### src/verilog/fault_pkg.sv
// shared types and constants for the led driver fault supervisor
// assumes one 40 MHz clock; analog comparators arrive as raw levels
package fault_pkg;

    localparam int unsigned CLK_HZ     = 40_000_000;
    localparam int unsigned CYC_PER_MS = CLK_HZ / 1000;
    localparam int unsigned CYC_PER_US = CLK_HZ / 1_000_000;

    localparam int unsigned SHORT_HOLD_MS  = 20;
    localparam int unsigned TEST_WINDOW_US = 300;
    localparam int unsigned I2C_STALL_MS   = 500;
    localparam int unsigned RECOVERY_MS    = 100;
    localparam int unsigned FB_UV_HOLD_MS  = 110;

    localparam int unsigned SHORT_HOLD_CYCLES  = SHORT_HOLD_MS * CYC_PER_MS;
    localparam int unsigned TEST_WINDOW_CYCLES = TEST_WINDOW_US * CYC_PER_US;
    localparam int unsigned I2C_STALL_CYCLES   = I2C_STALL_MS * CYC_PER_MS;
    localparam int unsigned RECOVERY_CYCLES    = RECOVERY_MS * CYC_PER_MS;
    localparam int unsigned FB_UV_HOLD_CYCLES  = FB_UV_HOLD_MS * CYC_PER_MS;

    // comparator and pin levels, all outside the clock domain
    typedef struct packed {
        logic       enable;
        logic [3:0] led_below_gnd;
        logic [3:0] led_below_hr;
        logic [3:0] unused_live;
        logic       in_uv;
        logic       in_ov;
        logic       reg_uv;
        logic       in_oc;
        logic       pump_bad;
        logic       pump_missing;
        logic       sync_ok;
        logic       sync_high;
        logic       ovp_low;
        logic       ovph_fb;
        logic       ovph_dis;
        logic       fb_uv;
    } ana_s;

    typedef struct packed {
        logic [2:0]  ch_count;
        logic [7:0]  ch_ma;
        logic        phase_shift;
        logic [6:0]  i2c_addr;
        logic [11:0] boost_khz;
        logic [11:0] pwm_hz;
    } cfg_s;

    localparam cfg_s DEFAULT_CFG = '{
        ch_count:    3'h4,
        ch_ma:       8'hC8,
        phase_shift: 1'h1,
        i2c_addr:    7'h3A,
        boost_khz:   12'h190,
        pwm_hz:      12'h131
    };

    typedef struct packed {
        logic       ground_short_reason_bit;
        logic [3:0] channel_fault_bits;
        logic       led_fault_summary_flag;
        logic       unused_string_error_flag;
        logic       i2c_error_flag;
        logic       input_undervoltage_flag;
        logic       input_overvoltage_flag;
        logic       regulator_undervoltage_flag;
        logic       input_overcurrent_flag;
        logic       pump_level_fault_flag;
        logic       pump_parts_missing_flag;
        logic       sync_clock_lost_flag;
        logic       trim_check_error_flag;
        logic       boost_overvolt_low_flag;
        logic       boost_overvolt_high_flag;
        logic       boost_overcurrent_flag;
        logic       channel_cfg_resistor_flag;
        logic       mode_resistor_flag;
        logic       freq_resistor_flag;
    } fault_flags_s;

    // detail bits survive the interrupt clear
    localparam fault_flags_s DETAIL_KEEP = '{
        ground_short_reason_bit: 1'h1,
        channel_fault_bits:      4'hF,
        default:                 1'h0
    };

    localparam fault_flags_s INT_RAISE = '{
        ground_short_reason_bit:   1'h0,
        channel_fault_bits:        4'h0,
        boost_overvolt_low_flag:   1'h0,
        channel_cfg_resistor_flag: 1'h0,
        mode_resistor_flag:        1'h0,
        freq_resistor_flag:        1'h0,
        default:                   1'h1
    };

    typedef enum logic [2:0] {
        ST_INIT,
        ST_STANDBY,
        ST_BOOST_SU,
        ST_NORMAL,
        ST_RECOVERY,
        ST_LATCH
    } state_e;

endpackage

### src/verilog/fault_supervisor.sv
// fault supervisor: state machine, sticky flags, interrupt pin
// assumes analog levels on ana_raw, other inputs from clk-domain logic
//
// Functional notes
// - held low 20 ms: channel off, test current
// - low after test window reports ground short
// - ground short: all power off, fault recovery
// - summary, reason, channel bits; details persist
// - live unused output at init flags, interrupts
// - config resistors sampled only at init
// - stalled i2c 500 ms: reset, flag, interrupt
// - input undervoltage: flag, standby until clear
// - input overvoltage: flag, standby until clear
// - regulator undervoltage: flag, restart, no recovery
// - overcurrent or pump level: recovery, 100 ms
// - pump parts missing: pump off, keep running
// - lost sync clock: internal clock, spread by pin
// - trim check error at load: flag, interrupt
// - boost overvolt low: flag, stop switching only
// - boost overvolt high: recovery until voltage falls
// - feedback under 110 ms: overcurrent, recovery
// - channel resistor bad: flag, four channels 200mA
// - mode resistor bad: phase shift, address 0x3A
// - frequency resistor bad: 400 kHz, 305 Hz
// - recovery holds outputs off 100 ms
// - all strings faulted latches until enable low
`timescale 1ns/100ps
module fault_supervisor
    import fault_pkg::*;
#(
    parameter int unsigned SHORT_HOLD_CYC  = SHORT_HOLD_CYCLES,
    parameter int unsigned TEST_WINDOW_CYC = TEST_WINDOW_CYCLES,
    parameter int unsigned I2C_STALL_CYC   = I2C_STALL_CYCLES,
    parameter int unsigned RECOVERY_CYC    = RECOVERY_CYCLES,
    parameter int unsigned FB_UV_HOLD_CYC  = FB_UV_HOLD_CYCLES
) (
    input  wire logic         clk,
    input  wire logic         reset_n,
    input  wire ana_s         ana_raw,
    input  wire logic         init_done,
    input  wire logic         crc_fail,
    input  wire logic         channel_cfg_resistor_bad,
    input  wire logic         mode_bad,
    input  wire logic         fset_bad,
    input  wire cfg_s         det_cfg,
    input  wire logic [3:0]   chan_used,
    input  wire logic [3:0]   string_off,
    input  wire logic         brightness_nz,
    input  wire logic         boost_ready,
    input  wire logic         i2c_open,
    input  wire logic         int_clear,
    output logic              boost_en_q,
    output logic              pl_fet_en_q,
    output logic [3:0]        led_en_q,
    output logic [3:0]        test_src_q,
    output logic              boost_hold_q,
    output logic              pump_off_q,
    output logic              i2c_reset_q,
    output logic              int_n_q,
    output logic              int_clk_sel_q,
    output logic              spread_en_q,
    output cfg_s              cfg_q,
    output fault_flags_s      flags_q
);
    ana_s         ana;
    state_e       state_q, state_d;
    fault_flags_s set_v, flags_d;
    cfg_s         cfg_pick;
    logic [3:0]   hold_done, test_mask_d, gnd_hit, led_en_d;
    logic         in_run, run_d, test_act, test_start, win_done;
    logic         gnd_event, i2c_done, i2c_done_q, i2c_stall, fbuv_done;
    logic         rec_done, ovph, stby_fault, rec_fault, all_off;
    logic         init_cap, mon, pending, sync_armed_q, sync_lost;
    logic         run_start;

    sync2 #(.W($bits(ana_s))) u_sync (
        .clk     (clk),
        .reset_n (reset_n),
        .d       (ana_raw),
        .q       (ana)
    );

    assign in_run = (state_q == ST_BOOST_SU) || (state_q == ST_NORMAL);
    assign run_d  = (state_d == ST_BOOST_SU) || (state_d == ST_NORMAL);
    assign mon    = (state_q != ST_INIT);

    // ground short screening, one hold timer per channel
    for (genvar g = 0; g < 4; g++) begin : g_hold
        hold_timer #(.CYCLES(SHORT_HOLD_CYC)) u_hold (
            .clk     (clk),
            .reset_n (reset_n),
            .run     (in_run && chan_used[g] && ana.led_below_gnd[g]
                      && !test_act),
            .done    (hold_done[g])
        );
    end

    // one shared test window; channels found together are tested together
    hold_timer #(.CYCLES(TEST_WINDOW_CYC)) u_win (
        .clk     (clk),
        .reset_n (reset_n),
        .run     (test_act),
        .done    (win_done)
    );

    assign test_act   = |test_src_q;
    assign test_start = in_run && !test_act && (|hold_done);
    assign gnd_hit    = test_src_q & ana.led_below_hr;
    assign gnd_event  = win_done && (|gnd_hit);
    assign test_mask_d = !in_run    ? 4'h0 :
                         test_start ? hold_done :
                         win_done   ? 4'h0 : test_src_q;
    // a stalled transaction must be released exactly once
    hold_timer #(.CYCLES(I2C_STALL_CYC)) u_i2c (
        .clk     (clk),
        .reset_n (reset_n),
        .run     (i2c_open),
        .done    (i2c_done)
    );
    assign i2c_stall = i2c_done && !i2c_done_q;
    hold_timer #(.CYCLES(FB_UV_HOLD_CYC)) u_fbuv (
        .clk     (clk),
        .reset_n (reset_n),
        .run     (in_run && ana.fb_uv),
        .done    (fbuv_done)
    );
    hold_timer #(.CYCLES(RECOVERY_CYC)) u_rec (
        .clk     (clk),
        .reset_n (reset_n),
        .run     (state_q == ST_RECOVERY),
        .done    (rec_done)
    );
    assign ovph       = ana.ovph_fb || ana.ovph_dis;
    assign stby_fault = ana.in_uv || ana.in_ov || ana.reg_uv;
    // a missing pump part alone must not force recovery
    assign rec_fault  = ana.in_oc || (ana.pump_bad && !ana.pump_missing)
                        || ovph || fbuv_done || gnd_event;
    assign all_off    = ((chan_used & ~string_off) == 4'h0) && (|chan_used);
    assign run_start  = (state_q == ST_STANDBY) && run_d;
    assign sync_lost  = sync_armed_q && !ana.sync_ok;
    assign init_cap   = (state_q == ST_INIT) && init_done;

    always_comb begin
        state_d = state_q;
        case (state_q)
            ST_INIT: begin
                if (init_done) begin
                    state_d = ST_STANDBY;
                end
            end
            ST_STANDBY: begin
                if (ana.enable && brightness_nz && !stby_fault) begin
                    state_d = ST_BOOST_SU;
                end
            end
            ST_BOOST_SU, ST_NORMAL: begin
                if (stby_fault) begin
                    state_d = ST_STANDBY;
                end else if (rec_fault) begin
                    state_d = ST_RECOVERY;
                end else if (all_off) begin
                    state_d = ST_LATCH;
                end else if (!ana.enable) begin
                    state_d = ST_STANDBY;
                end else if (state_q == ST_BOOST_SU && boost_ready) begin
                    state_d = ST_NORMAL;
                end
            end
            ST_RECOVERY: begin
                if (rec_done && !ovph) begin
                    state_d = ST_STANDBY;
                end
            end
            ST_LATCH: begin
                if (!ana.enable) begin
                    state_d = ST_STANDBY;
                end
            end
            default: begin
                state_d = ST_INIT;
            end
        endcase
    end

    always_comb begin
        set_v = '0;
        set_v.ground_short_reason_bit     = gnd_event;
        set_v.channel_fault_bits          = gnd_event ? gnd_hit : 4'h0;
        set_v.led_fault_summary_flag      = gnd_event;
        set_v.unused_string_error_flag    =
            init_cap && (|(~chan_used & ana.unused_live));
        set_v.i2c_error_flag              = i2c_stall;
        set_v.input_undervoltage_flag     = mon && ana.in_uv;
        set_v.input_overvoltage_flag      = mon && ana.in_ov;
        set_v.regulator_undervoltage_flag = mon && ana.reg_uv;
        set_v.input_overcurrent_flag      = in_run && ana.in_oc;
        set_v.pump_level_fault_flag       =
            mon && (ana.pump_bad || ana.pump_missing);
        set_v.pump_parts_missing_flag     = mon && ana.pump_missing;
        set_v.sync_clock_lost_flag        = sync_lost;
        set_v.trim_check_error_flag       = init_cap && crc_fail;
        set_v.boost_overvolt_low_flag     = in_run && ana.ovp_low;
        set_v.boost_overvolt_high_flag    = in_run && ovph;
        set_v.boost_overcurrent_flag      = fbuv_done;
        set_v.channel_cfg_resistor_flag   = init_cap && channel_cfg_resistor_bad;
        set_v.mode_resistor_flag          = init_cap && mode_bad;
        set_v.freq_resistor_flag          = init_cap && fset_bad;
    end

    // set wins over a clear in the same cycle
    assign flags_d = fault_flags_s'((int_clear ? (flags_q & DETAIL_KEEP)
                                               : flags_q) | set_v);
    assign pending = |(flags_q & INT_RAISE);

    always_comb begin
        cfg_pick = det_cfg;
        if (channel_cfg_resistor_bad) begin
            cfg_pick.ch_count = DEFAULT_CFG.ch_count;
            cfg_pick.ch_ma    = DEFAULT_CFG.ch_ma;
        end
        if (mode_bad) begin
            cfg_pick.phase_shift = DEFAULT_CFG.phase_shift;
            cfg_pick.i2c_addr    = DEFAULT_CFG.i2c_addr;
        end
        if (fset_bad) begin
            cfg_pick.boost_khz = DEFAULT_CFG.boost_khz;
            cfg_pick.pwm_hz    = DEFAULT_CFG.pwm_hz;
        end
    end

    assign led_en_d = (state_d == ST_NORMAL && brightness_nz) ?
                      (chan_used & ~string_off & ~test_mask_d) : 4'h0;

    always_ff @(posedge clk or negedge reset_n) begin
        if (!reset_n) begin
            state_q    <= ST_INIT;
            flags_q    <= '0;
            test_src_q <= 4'h0;
            i2c_done_q <= 1'b0;
        end else begin
            state_q    <= state_d;
            flags_q    <= flags_d;
            test_src_q <= test_mask_d;
            i2c_done_q <= i2c_done;
        end
    end

    always_ff @(posedge clk or negedge reset_n) begin
        if (!reset_n) begin
            boost_en_q   <= 1'b0;
            pl_fet_en_q  <= 1'b0;
            led_en_q     <= 4'h0;
            boost_hold_q <= 1'b0;
            i2c_reset_q  <= 1'b0;
            int_n_q      <= 1'b1;
            pump_off_q   <= 1'b0;
        end else begin
            boost_en_q   <= run_d;
            pl_fet_en_q  <= run_d;
            led_en_q     <= led_en_d;
            boost_hold_q <= run_d && ana.ovp_low;
            i2c_reset_q  <= i2c_stall;
            int_n_q      <= !pending;
            pump_off_q   <= pump_off_q || (mon && ana.pump_missing);
        end
    end

    // configuration is frozen after init; later resistor loss is ignored
    always_ff @(posedge clk or negedge reset_n) begin
        if (!reset_n) begin
            cfg_q <= DEFAULT_CFG;
        end else if (init_cap) begin
            cfg_q <= cfg_pick;
        end
    end

    always_ff @(posedge clk or negedge reset_n) begin
        if (!reset_n) begin
            sync_armed_q  <= 1'b0;
            int_clk_sel_q <= 1'b1;
            spread_en_q   <= 1'b0;
        end else begin
            if (run_start) begin
                sync_armed_q  <= ana.sync_ok;
                int_clk_sel_q <= !ana.sync_ok;
            end else if (sync_lost) begin
                sync_armed_q  <= 1'b0;
                int_clk_sel_q <= 1'b1;
            end
            spread_en_q <= (int_clk_sel_q || sync_lost) && ana.sync_high;
        end
    end
endmodule

### src/verilog/sync2.sv
// two flip-flop synchroniser for a group of levels
// assumes each bit is a slow level; no bus coherence across bits
`timescale 1ns/100ps
module sync2 #(
    parameter int W = 1
) (
    input  wire logic         clk,
    input  wire logic         reset_n,
    input  wire logic [W-1:0] d,
    output logic      [W-1:0] q
);
    logic [W-1:0] meta_q;

    always_ff @(posedge clk or negedge reset_n) begin
        if (!reset_n) begin
            meta_q <= '0;
            q      <= '0;
        end else begin
            meta_q <= d;
            q      <= meta_q;
        end
    end
endmodule

### src/verilog/hold_timer.sv
// counts cycles while run is high; done once CYCLES have elapsed
// assumes run from the same clock; dropping run restarts the count
`timescale 1ns/100ps
module hold_timer #(
    parameter int unsigned CYCLES = 1
) (
    input  wire logic clk,
    input  wire logic reset_n,
    input  wire logic run,
    output logic      done
);
    localparam int W = $clog2(CYCLES + 1);
    logic [W-1:0] cnt_q;

    always_ff @(posedge clk or negedge reset_n) begin
        if (!reset_n) begin
            cnt_q <= '0;
        end else if (!run) begin
            cnt_q <= '0;
        end else if (cnt_q != W'(CYCLES)) begin
            cnt_q <= cnt_q + 1'b1;
        end
    end

    assign done = run && (cnt_q == W'(CYCLES));
endmodule

### config.mk
export PLATFORM = sky130hd
export DESIGN_NAME = fault_supervisor
export DESIGN_NICKNAME = d
export VERILOG_FILES = /design/src/verilog/fault_pkg.sv /design/src/verilog/fault_supervisor.sv /design/src/verilog/sync2.sv /design/src/verilog/hold_timer.sv
export SDC_FILE = /design/constraint.sdc
export NUM_CORES = 1
export LEC_CHECK = 0
export BUFFER_PORTS_ARGS = -buffer_cell sky130_fd_sc_hd__buf_4
export CORE_MARGIN = 2
export CORE_UTILIZATION = 50
export CTS_CLUSTER_SIZE = 12
export DETAILED_ROUTE_END_ITERATION = 16
export GPL_TIMING_DRIVEN = 0
export HOLD_SLACK_MARGIN = 0.1
export PLACE_DENSITY = 0.77
export SYNTH_ARGS = -nofsm -noshare
export SYNTH_HDL_FRONTEND = slang
export SYNTH_SLANG_ARGS = --single-unit
### constraint.sdc
create_clock -name clk -period 2.91 [get_ports clk]
set_input_delay 0.291 -clock clk [delete_from_list [all_inputs] [get_ports clk]]
set_output_delay 0.291 -clock clk [all_outputs]
set_load 0.005 [all_outputs]
==> results of run 1 <==
-- cells by family after synthesis --
| group | count (synthesis) | synth area share, % |
|---|---|---|
| adder cells (fa/ha/maj) | 16 | 1.52 |
| AND/OR/NAND/NOR | 617 | 24.1 |
| XOR/XNOR | 131 | 8.73 |
| flip-flops | 299 | 57.1 |
| buffers and inverters | 86 | 2.49 |
| multiplexers | 8 | 0.628 |
| AO/OA/AOI/OAI | 128 | 5.38 |
-- repair_timing --
action                    CTS  global route
setup buffers               0             0
hold buffers               84             0
hold endpoints to repair  146             0
-- how the worst max path moves through the flow --
stage                                 end  depth (start not counted)
floorplan           led_en_q[3]$_DFF_PN0_                          6
global placement    cfg_q[18]$_DFFE_PN0P_                          1
detailed placement  led_en_q[3]$_DFF_PN0_                          8
CTS                 led_en_q[3]$_DFF_PN0_                          8
global route        led_en_q[1]$_DFF_PN0_                          8
finish              led_en_q[3]$_DFF_PN0_                          8
-- final cells by class --
cell class	count	share of cell area [%]
flip-flops and latches	299	44.6
multi-input cells	900	31.6
repair buffers	252	12.8
clock buffers	49	5.82
well taps	335	2.49
inverters	54	1.20
clock inverters	10	0.781
plain buffers	32	0.736
diodes	2	0.0297
-- placed cells by master (no fill, tap or decap), types with 41 or more instances in the layout --
master / n
dfrtp_1: 281
xor2_1: 89
nor2_1: 171
inv_1: 53
dlygate4sd3_1: 84
nand2_1: 155
o21ai_0: 76
nand4_1: 41
nand3_1: 71
buf_4: 166
xnor2_1: 42
-- through the flow --
stage | utilization, % | std cells | total power [uW] | cell area [um^2] | setup WS, ps
2_1_floorplan | - | 1285 | 4860 | 13100 | 862
3_5_place_dp | 57.4 | 1788 | 5460 | 14900 | 407
4_1_cts | 64.9 | 1931 | 9760 | 16800 | 396
3_3_place_gp | 57.1 | 1786 | 5420 | 14800 | -1010
5_1_grt | 64.9 | 1933 | 10100 | 16800 | 269
6_report | 64.9 | 1933 | 9700 | 16800 | 365
-- metal layers --
metal  part of all wire [%]  wire length [um]  vias to the layer above  GRT usage [%]
met5                      0                 0                        -              0
met4                    3.8              1190                        0           8.85
met3                    4.3              1350                       98           3.31
met2                     49             15300                      283           37.5
met1                     43             13500                     5097           30.3
li1                       -                 -                     4954              -
-- worst max-delay path: cells and delay by family (launching register included) --
family | cells | cell delay [ps]
compound gates | 1 | 420
simple gates | 5 | 1370
fa+ha+maj | 1 | 180
buf+inv | 1 | 100
flops | 1 | 400
-- registers in the layout, summed over array words and instances, names as in the netlist, 14 cells and up --
signal / cells
g_hold.u_hold.cnt_q: 80
u_sync.meta_q: 25
u_fbuv.cnt_q: 23
u_win.cnt_q: 14
u_i2c.cnt_q: 25
u_sync.q: 25
flags_q: 22
cfg_q: 43
u_rec.cnt_q: 22
-- where the power goes --
part           switching, uW  total [uW]  internal, uW
clock network           1660        4190          2530
logic                    429         908           479
registers                150        4610          4460
total                   2230        9700          7460
==> impl_metrics.py, run 1 <==
metrics = {
    "synth": {
        "ys_warn_count": 0,
        "synth_edf_count": 0,
        "synth_flop_cell": "dfrtp_1",
        "synthTopCellsByCount": "dfrtp_1 (281), nor2_1 (171), nand2_1 (155)",
        "ys_seq_elements": 299,
        "synthTopCellsByArea": "dfrtp_1 (54%), xor2_1 (5.9%), nor2_1 (4.9%)",
        "syn-num-nets": 1388,
        "synthArstFlopShare_pct": 100,
        "syn_inst": 1285,
        "synth_area_mm2": 0.0131,
        "yosysMostFrequentCell": "dfrtp_1",
        "yosysSeqAreaShare_pct": 57.1,
        "avgSynthCellArea_um2": 10.2,
        "synth_cell_types": 57,
        "yosysTopAreaCellShare_pct": 53.5,
        "yosys.area.top_type": "dfrtp_1",
    },
    "clock_network": {
        "path_clk_slew_ps": 60,
        "cts_tree": "done",
        "postCtsResizedCells": 0,
        "h-tree-depth": 2,
        "cts-root-buf": "clkbuf_16",
        "cts_buffers": 34,
        "cts.sinks": 299,
        "clkLatencyLatePin_ps": 510,
        "clock_path_buffers": 3,
    },
    "placed_design": {
        "gp_congestion": 0.886,
        "dp_hpwl_um": 20700,
        "port_buffers": 166,
    },
    "global_route": {
        "grt_overflow": 0,
        "grt_start_max_net_pins": 121,
        "gr-usage-all-layers_pct": 22.6,
        "grt_pass1_vias": 10400,
        "grt_pass1_wl_um": 51800,
        "antenna_found_initial": 2,
    },
    "critical_path": {
        "cp_data_arrival_time_ps": 2960,
        "critPathSlowestCell": "nor4_4",
        "r2r_start": "u_rec.cnt_q[0]$_DFFE_PN0N_",
        "critPathCaptureType": "register",
        "r2r_end": "led_en_q[3]$_DFF_PN0_",
        "startpoint_type": "register",
        "rr_worst_depth": 8,
        "cp_cell_sequence": "inv_1 > ha_1 > nor4bb_1 > nand2_1 > nor4_4 > nand4_1 > a32oi_1 > nor4b_2",
        "crit_fanout": 5,
        "cp_data_required_time_ps": 3330,
        "startpoint": "u_rec.cnt_q[0]$_DFFE_PN0N_",
        "worstSetupPathType": "reg -> reg",
        "critPathMaxStageDelay_ps": 470,
        "r2r_setup_slack_ps": 370,
    },
    "sta": {
        "period_share_pct": 87.4,
        "setup_viol": 0,
        "holdWs_ps": 120,
        "fin_skew_ps": 19.2,
        "finalSetupTns_ps": 0,
        "hold_viol": 0,
        "tightest_slew_ps": 760,
        "slew_violations": 0,
        "period_minus_slack_ps": 2540,
        "slew_headroom_pct": 48.9,
        "rsz0062_at_grt": "false",
        "fmax_mhz": 393,
    },
    "route": {
        "wirelength_um": 31300,
        "firstDrtPassIters": 5,
        "num_vias": 10400,
        "drc": 0,
        "wire_per_inst_um": 16.2,
        "drtIter0Drc": 781,
        "ant_nets": 0,
        "avgViaCountPerCell": 5.40,
    },
    "min_path": {
        "whs_endpoint": "cfg_q[24]$_DFFE_PN0P_",
        "hp-class": "in -> reg",
        "min_path_cells": 3,
        "min_from": "det_cfg[24]",
    },
    "floorplan": {
        "io_pins": 168,
        "num_rows": 59,
        "initial_core_util_pct": 50.7,
        "die_w_um": 166,
        "dieArea_mm2": 0.0276,
        "core_mm2": 0.0259,
        "die_h_um": 166,
    },
    "cells_and_area": {
        "nets": 1676,
        "syn_to_final_growth_pct": 28.0,
        "layout-drive-gt1-share_pct": 16.4,
        "seqCellArea_mm2": 0.00750,
        "fillCellCount": 1921,
        "multiInputGateArea_mm2": 0.00531,
    },
    "run_status": {
        "status": "complete, no violations",
    },
    "power_and_ir_drop": {
        "power_density_mw_per_mm2": 577,
        "p_leak_uw": 0.00735,
        "vdd_ir_drop_max_v": 0.000536,
    },
    "run": {
        "cap_viol_max_count": 0,
    },
}
Power figures use the tool's default switching activity.
==> run 2: changes to the inputs <==
--- a/config.mk
+++ b/config.mk
@@ -5,6 +5,7 @@
 export SDC_FILE = /design/constraint.sdc
 export NUM_CORES = 1
 export LEC_CHECK = 0
+export ABC_CLOCK_PERIOD_IN_PS = 2100
 export BUFFER_PORTS_ARGS = -buffer_cell sky130_fd_sc_hd__buf_4
 export CORE_MARGIN = 2
 export CORE_UTILIZATION = 50
@@ -12,7 +13,7 @@
 export DETAILED_ROUTE_END_ITERATION = 16
 export GPL_TIMING_DRIVEN = 0
 export HOLD_SLACK_MARGIN = 0.1
-export PLACE_DENSITY = 0.77
+export PLACE_DENSITY = 0.8
 export SYNTH_ARGS = -nofsm -noshare
 export SYNTH_HDL_FRONTEND = slang
 export SYNTH_SLANG_ARGS = --single-unit
==> constraint.sdc (replaced) <==
create_clock -name clk -period 2.1 [get_ports clk]
set_input_delay 0.21 -clock clk [delete_from_list [all_inputs] [get_ports clk]]
set_output_delay 0.21 -clock clk [all_outputs]
set_load 0.005 [all_outputs]
==> impl_metrics.py, run 2 (synthesized netlist as in run 1, its figures left out) <==
metrics = {
    "run_status": {
        "status": "complete, but fails checks",
        "violations": "setup timing",
    },
    "global_route": {
        "grt_start_max_net_pins": 114,
        "grt_overflow": 0,
        "gr-usage-all-layers_pct": 24.7,
        "antenna_found_initial": 4,
        "grt_pass1_vias": 11000,
        "grt_pass1_wl_um": 55900,
    },
    "cells_and_area": {
        "seqCellArea_mm2": 0.00751,
        "largest_registers": "g_hold.u_hold.cnt_q x80, cfg_q x43",
        "final_util_pct": 66.4,
        "syn_to_final_growth_pct": 30.9,
        "largest_register_ffs": 80,
        "top_register": "g_hold.u_hold.cnt_q",
        "fillCellCount": 1812,
        "layout-drive-gt1-share_pct": 18.3,
        "fin_area_mm2": 0.0172,
        "finalNonFillerCells": 1971,
        "final_cell_mix": "dfrtp_1 (279), buf_4 (186), nor2_1 (170)",
        "multiInputGateArea_mm2": 0.00545,
        "final_common_cell": "dfrtp_1",
        "nets": 1713,
    },
    "clock_network": {
        "path_clk_slew_ps": 60,
        "clkLatencyLatePin_ps": 560,
        "cts-root-buf": "clkbuf_16",
        "cts.sinks": 299,
        "h-tree-depth": 1,
        "clock_path_buffers": 3,
        "cts_tree": "done",
        "cts_buffers": 31,
    },
    "route": {
        "drc": 0,
        "firstDrtPassIters": 5,
        "ant_nets": 0,
        "drtIter0Drc": 974,
        "num_vias": 10900,
        "wire_per_inst_um": 17.5,
        "wirelength_um": 34500,
        "avgViaCountPerCell": 5.51,
    },
    "sta": {
        "period_minus_slack_ps": 2240,
        "period_share_pct": 106,
        "fin_skew_ps": 13.4,
        "finalSetupTns_ps": -580,
        "fmax_mhz": 447,
        "tightest_slew_ps": 707,
        "finalWorstSetupSlack_ps": -136,
        "slew_headroom_pct": 52.9,
        "rsz0062_at_grt": "true",
        "setup_viol": 7,
        "hold_viol": 0,
        "slew_violations": 0,
    },
    "placed_design": {
        "gp_congestion": 0.881,
        "port_buffers": 166,
        "dp_hpwl_um": 20700,
        "dp.cells": 1788,
        "place_area_mm2": 0.0149,
    },
    "power_and_ir_drop": {
        "vdd_ir_drop_max_v": 0.000661,
        "power_density_mw_per_mm2": 759,
        "p_total_uw": 13000,
        "p_leak_uw": 0.00755,
    },
    "floorplan": {
        "die_h_um": 166,
        "num_rows": 59,
        "die_w_um": 166,
        "dieArea_mm2": 0.0276,
        "initial_core_util_pct": 50.7,
        "core_mm2": 0.0259,
        "io_pins": 168,
    },
    "min_path": {
        "min_from": "channel_cfg_resistor_bad",
        "hp-class": "in -> reg",
    },
    "critical_path": {
        "critPathCaptureType": "register",
        "crit_fanout": 4,
        "startpoint_type": "register",
        "r2r_start": "u_rec.cnt_q[3]$_DFFE_PN0N_",
        "cp_data_arrival_time_ps": 2690,
        "cp_data_required_time_ps": 2550,
        "worstSetupPathType": "reg -> reg",
        "startpoint": "u_rec.cnt_q[3]$_DFFE_PN0N_",
    },
    "run": {
        "cap_viol_max_count": 0,
    },
}
==> run 2: changes by cell type in the layout (fill, tap and decap cells not counted), sizes merged <==
cell / previous run / this run
bufinv: 2 / 1
clkbuf: 79 / 78
clkinvlp: 1 / 0
buf: 170 / 190
diode: 2 / 4
clkinv: 7 / 5
dlygate4sd3: 84 / 105
==> run 2: metrics by stage <==
stage	hold slack, ps	setup slack, ps
6_report	162	-136
5_1_grt	175	-194
3_5_place_dp	279	-391
2_1_floorplan	-85.6	51.8
3_3_place_gp	319	-1740
4_1_cts	103	-46.6
==> run 2: area by class of cell <==
type,instances,share of cell area (%)
tap,335,2.44
multi-input combinational,900,31.7
antenna,4,0.0582
timing repair buffer,293,14.6
clock buffer,49,5.31
inverter,54,1.18
buffer,31,0.720
sequential,299,43.7
clock inverter,6,0.342
==> run 2: worst max-delay path: stages (launching register included) <==
cell and delay, ps:
dfrtp_1 390, or4b_4 550, nor4_4 320, nand4_1 200, a32oi_2 390, nor4b_2 290
==> run 2: timing repair <==
action	4_1_cts	5_1_grt
resized for setup	10	24
hold buffers	105	0
endpoints found under the hold margin	182	0
buffers inserted	11	9
pin swaps	10	8
setup endpoints to repair	49	54
==> run 2: final timing paths <==
check	end	slack, ps	cells past startpoint
worst min register to register	u_sync.q[1]$_DFF_PN0_	350	0
worst min-delay path	cfg_q[32]$_DFFE_PN0P_	160	4
worst max register to register	led_en_q[3]$_DFF_PN0_	-140	5
min in group asynchronous	g_hold[1].u_hold.cnt_q[7]$_DFFE_PN0P_	250	2
max in group asynchronous	u_rec.cnt_q[12]$_DFFE_PN0N_	380	4
worst max-delay path	led_en_q[3]$_DFF_PN0_	-140	5
==> run 2: report_power, final <==
part / internal [uW] / switching [uW]
clock: 3080 / 2210
combinational: 691 / 647
sequential: 6180 / 239
total: 9940 / 3100
==> run 2: routing by layer <==
layer	GRT usage (%)	part of all wire, %	wire length (um)
met5	0	0	0
met3	3.53	4.7	1610
met2	41.8	50	17200
met1	31.5	40	13900
met4	12.0	5.1	1740
==> run 3: changes to the inputs <==
--- a/config.mk
+++ b/config.mk
@@ -8,12 +8,13 @@
 export ABC_CLOCK_PERIOD_IN_PS = 2100
 export BUFFER_PORTS_ARGS = -buffer_cell sky130_fd_sc_hd__buf_4
 export CORE_MARGIN = 2
-export CORE_UTILIZATION = 50
+export CORE_UTILIZATION = 42
 export CTS_CLUSTER_SIZE = 12
 export DETAILED_ROUTE_END_ITERATION = 16
 export GPL_TIMING_DRIVEN = 0
 export HOLD_SLACK_MARGIN = 0.1
-export PLACE_DENSITY = 0.8
+export PLACE_DENSITY = 0.7
+export SKIP_LAST_GASP = 1
 export SYNTH_ARGS = -nofsm -noshare
 export SYNTH_HDL_FRONTEND = slang
 export SYNTH_SLANG_ARGS = --single-unit
==> impl_metrics.py, run 3 (synthesized netlist as in run 1, its figures left out) <==
metrics = {
    "critical_path": {
        "startpoint_type": "register",
        "cp_data_arrival_time_ps": 2660,
        "worstSetupPathType": "reg -> reg",
        "critPathCaptureType": "register",
        "cp_cell_sequence": "or4b_4 > nor4_4 > nand4_1 > a32oi_2 > nor4b_4",
        "path_buf_inv": 0,
        "critPathSlowestCell": "or4b_4",
        "crit_fanout": 4,
        "critical-path-top-delay-family": "simple AND/OR/NAND/NOR gates",
        "critPathMaxStageDelay_ps": 540,
        "cp_data_required_time_ps": 2510,
    },
    "global_route": {
        "antenna_found_initial": 0,
        "grt_pass1_vias": 10600,
        "grt_start_max_net_pins": 121,
        "grt_pass1_wl_um": 53000,
        "grt_overflow": 0,
        "gr-usage-all-layers_pct": 19.6,
    },
    "floorplan": {
        "initial_core_util_pct": 42.8,
        "io_pins": 168,
        "die_h_um": 181,
        "dieArea_mm2": 0.0327,
        "num_rows": 64,
        "core_mm2": 0.0307,
        "die_w_um": 181,
    },
    "placed_design": {
        "dp.cells": 1849,
        "dpl_worst_slack_ps": -377,
        "dp_hpwl_um": 21100,
        "gp_congestion": 0.856,
        "port_buffers": 166,
    },
    "run": {
        "cap_viol_max_count": 0,
    },
    "cells_and_area": {
        "multiInputGateArea_mm2": 0.00551,
        "final_common_cell": "dfrtp_1",
        "top_register": "g_hold.u_hold.cnt_q",
        "nets": 1703,
        "finalNonFillerCells": 2022,
        "largest_register_ffs": 80,
        "final_cell_mix": "dfrtp_1 (279), buf_4 (183), nor2_1 (170)",
        "final_util_pct": 56.5,
        "layout-drive-gt1-share_pct": 19.1,
        "seqCellArea_mm2": 0.00751,
        "fillCellCount": 2554,
        "syn_to_final_growth_pct": 31.9,
        "largest_registers": "g_hold.u_hold.cnt_q x80, cfg_q x43",
        "num_antenna_cells": 0,
    },
    "power_and_ir_drop": {
        "power_density_mw_per_mm2": 776,
        "vdd_ir_drop_max_v": 0.000758,
        "p_leak_uw": 0.00758,
        "p_total_uw": 13500,
    },
    "sta": {
        "period_share_pct": 107,
        "hold_viol": 0,
        "finalWorstSetupSlack_ps": -151,
        "fin_skew_ps": 17.8,
        "holdWs_ps": 119,
        "fmax_mhz": 444,
        "period_minus_slack_ps": 2250,
        "slew_violations": 0,
        "slew_headroom_pct": 49.7,
        "tightest_slew_ps": 754,
        "setup_viol": 6,
        "rsz0062_at_grt": "true",
    },
    "route": {
        "firstDrtPassIters": 5,
        "wirelength_um": 31900,
        "drtIter0Drc": 791,
        "drc": 0,
        "num_vias": 10500,
        "wire_per_inst_um": 15.8,
        "avgViaCountPerCell": 5.18,
        "ant_nets": 0,
    },
    "clock_network": {
        "h-tree-depth": 2,
        "clock_path_buffers": 3,
        "clkLatencyLatePin_ps": 510,
        "cts_tree": "done",
        "cts_buffers": 35,
        "cts-root-buf": "clkbuf_16",
        "path_clk_slew_ps": 60,
        "cts.sinks": 299,
    },
    "run_status": {
        "status": "complete, but fails checks",
        "violations": "setup timing",
    },
    "min_path": {
        "hp-class": "in -> reg",
    },
}
-- run 3: worst min-delay path: cells and delay by family --
kind            cells  cell delay (ps)
simple gates        1              150
compound gates      1               70
buf+inv             1              200
-- run 3: layout make-up --
type / count / area share [%]
buffer: 31 / 0.693
clock inverter: 12 / 0.448
clock buffer: 51 / 6.04
timing repair buffer: 279 / 13.7
multi-input combinational: 900 / 31.8
inverter: 54 / 1.17
tap: 396 / 2.86
sequential: 299 / 43.3
-- run 3: per-layer routing --
| metal | up-vias | global-route usage, % | part of all wire, % |
|---|---|---|---|
| met2 | 244 | 30.8 | 47 |
| met3 | 97 | 3.06 | 3.9 |
| met4 | 0 | 9.55 | 4.9 |
| li1 | 4989 | - | - |
| met1 | 5149 | 26.6 | 44 |
| met5 | - | 0 | 0 |
-- run 3: what timing repair did --
item,4_1_cts,5_1_grt
endpoints found under the hold margin,168,0
gates resized for setup,12,24
hold buffers,93,0
pin swaps,11,14
setup endpoints to repair,86,75
buffers inserted,10,8
-- run 3: power by group --
group / total, uW / switching [uW] / internal, uW / leakage [uW]
logic: 1280 / 598 / 679 / 0.00307
registers: 6370 / 196 / 6170 / 0.00394
clock network: 5810 / 2340 / 3470 / 0.000562
total: 13500 / 3130 / 10300 / 0.00758
-- run 3: final timing paths --
kind / start / to / slack, ps / cells past startpoint
worst max-delay path: u_rec.cnt_q[3]$_DFFE_PN0N_ / led_en_q[3]$_DFF_PN0_ / -150 / 5
worst min-delay path: fset_bad / cfg_q[19]$_DFFE_PN1P_ / 120 / 3
worst max register to register: u_rec.cnt_q[3]$_DFFE_PN0N_ / led_en_q[3]$_DFF_PN0_ / -150 / 5
worst min register to register: u_sync.meta_q[18]$_DFF_PN0_ / u_sync.q[18]$_DFF_PN0_ / 350 / 0
max in group asynchronous: reset_n / cfg_q[25]$_DFFE_PN1P_ / 380 / 4
min in group asynchronous: reset_n / g_hold[2].u_hold.cnt_q[13]$_DFFE_PN0P_ / 270 / 2
-- run 3: through the flow --
stage | instance area, um^2 | setup TNS (ps)
floorplan | 13100 | 0
global placement | 14900 | -522390
detailed placement | 14900 | -3470
CTS | 17100 | -184
global route | 17300 | -1340
finish | 17300 | -454
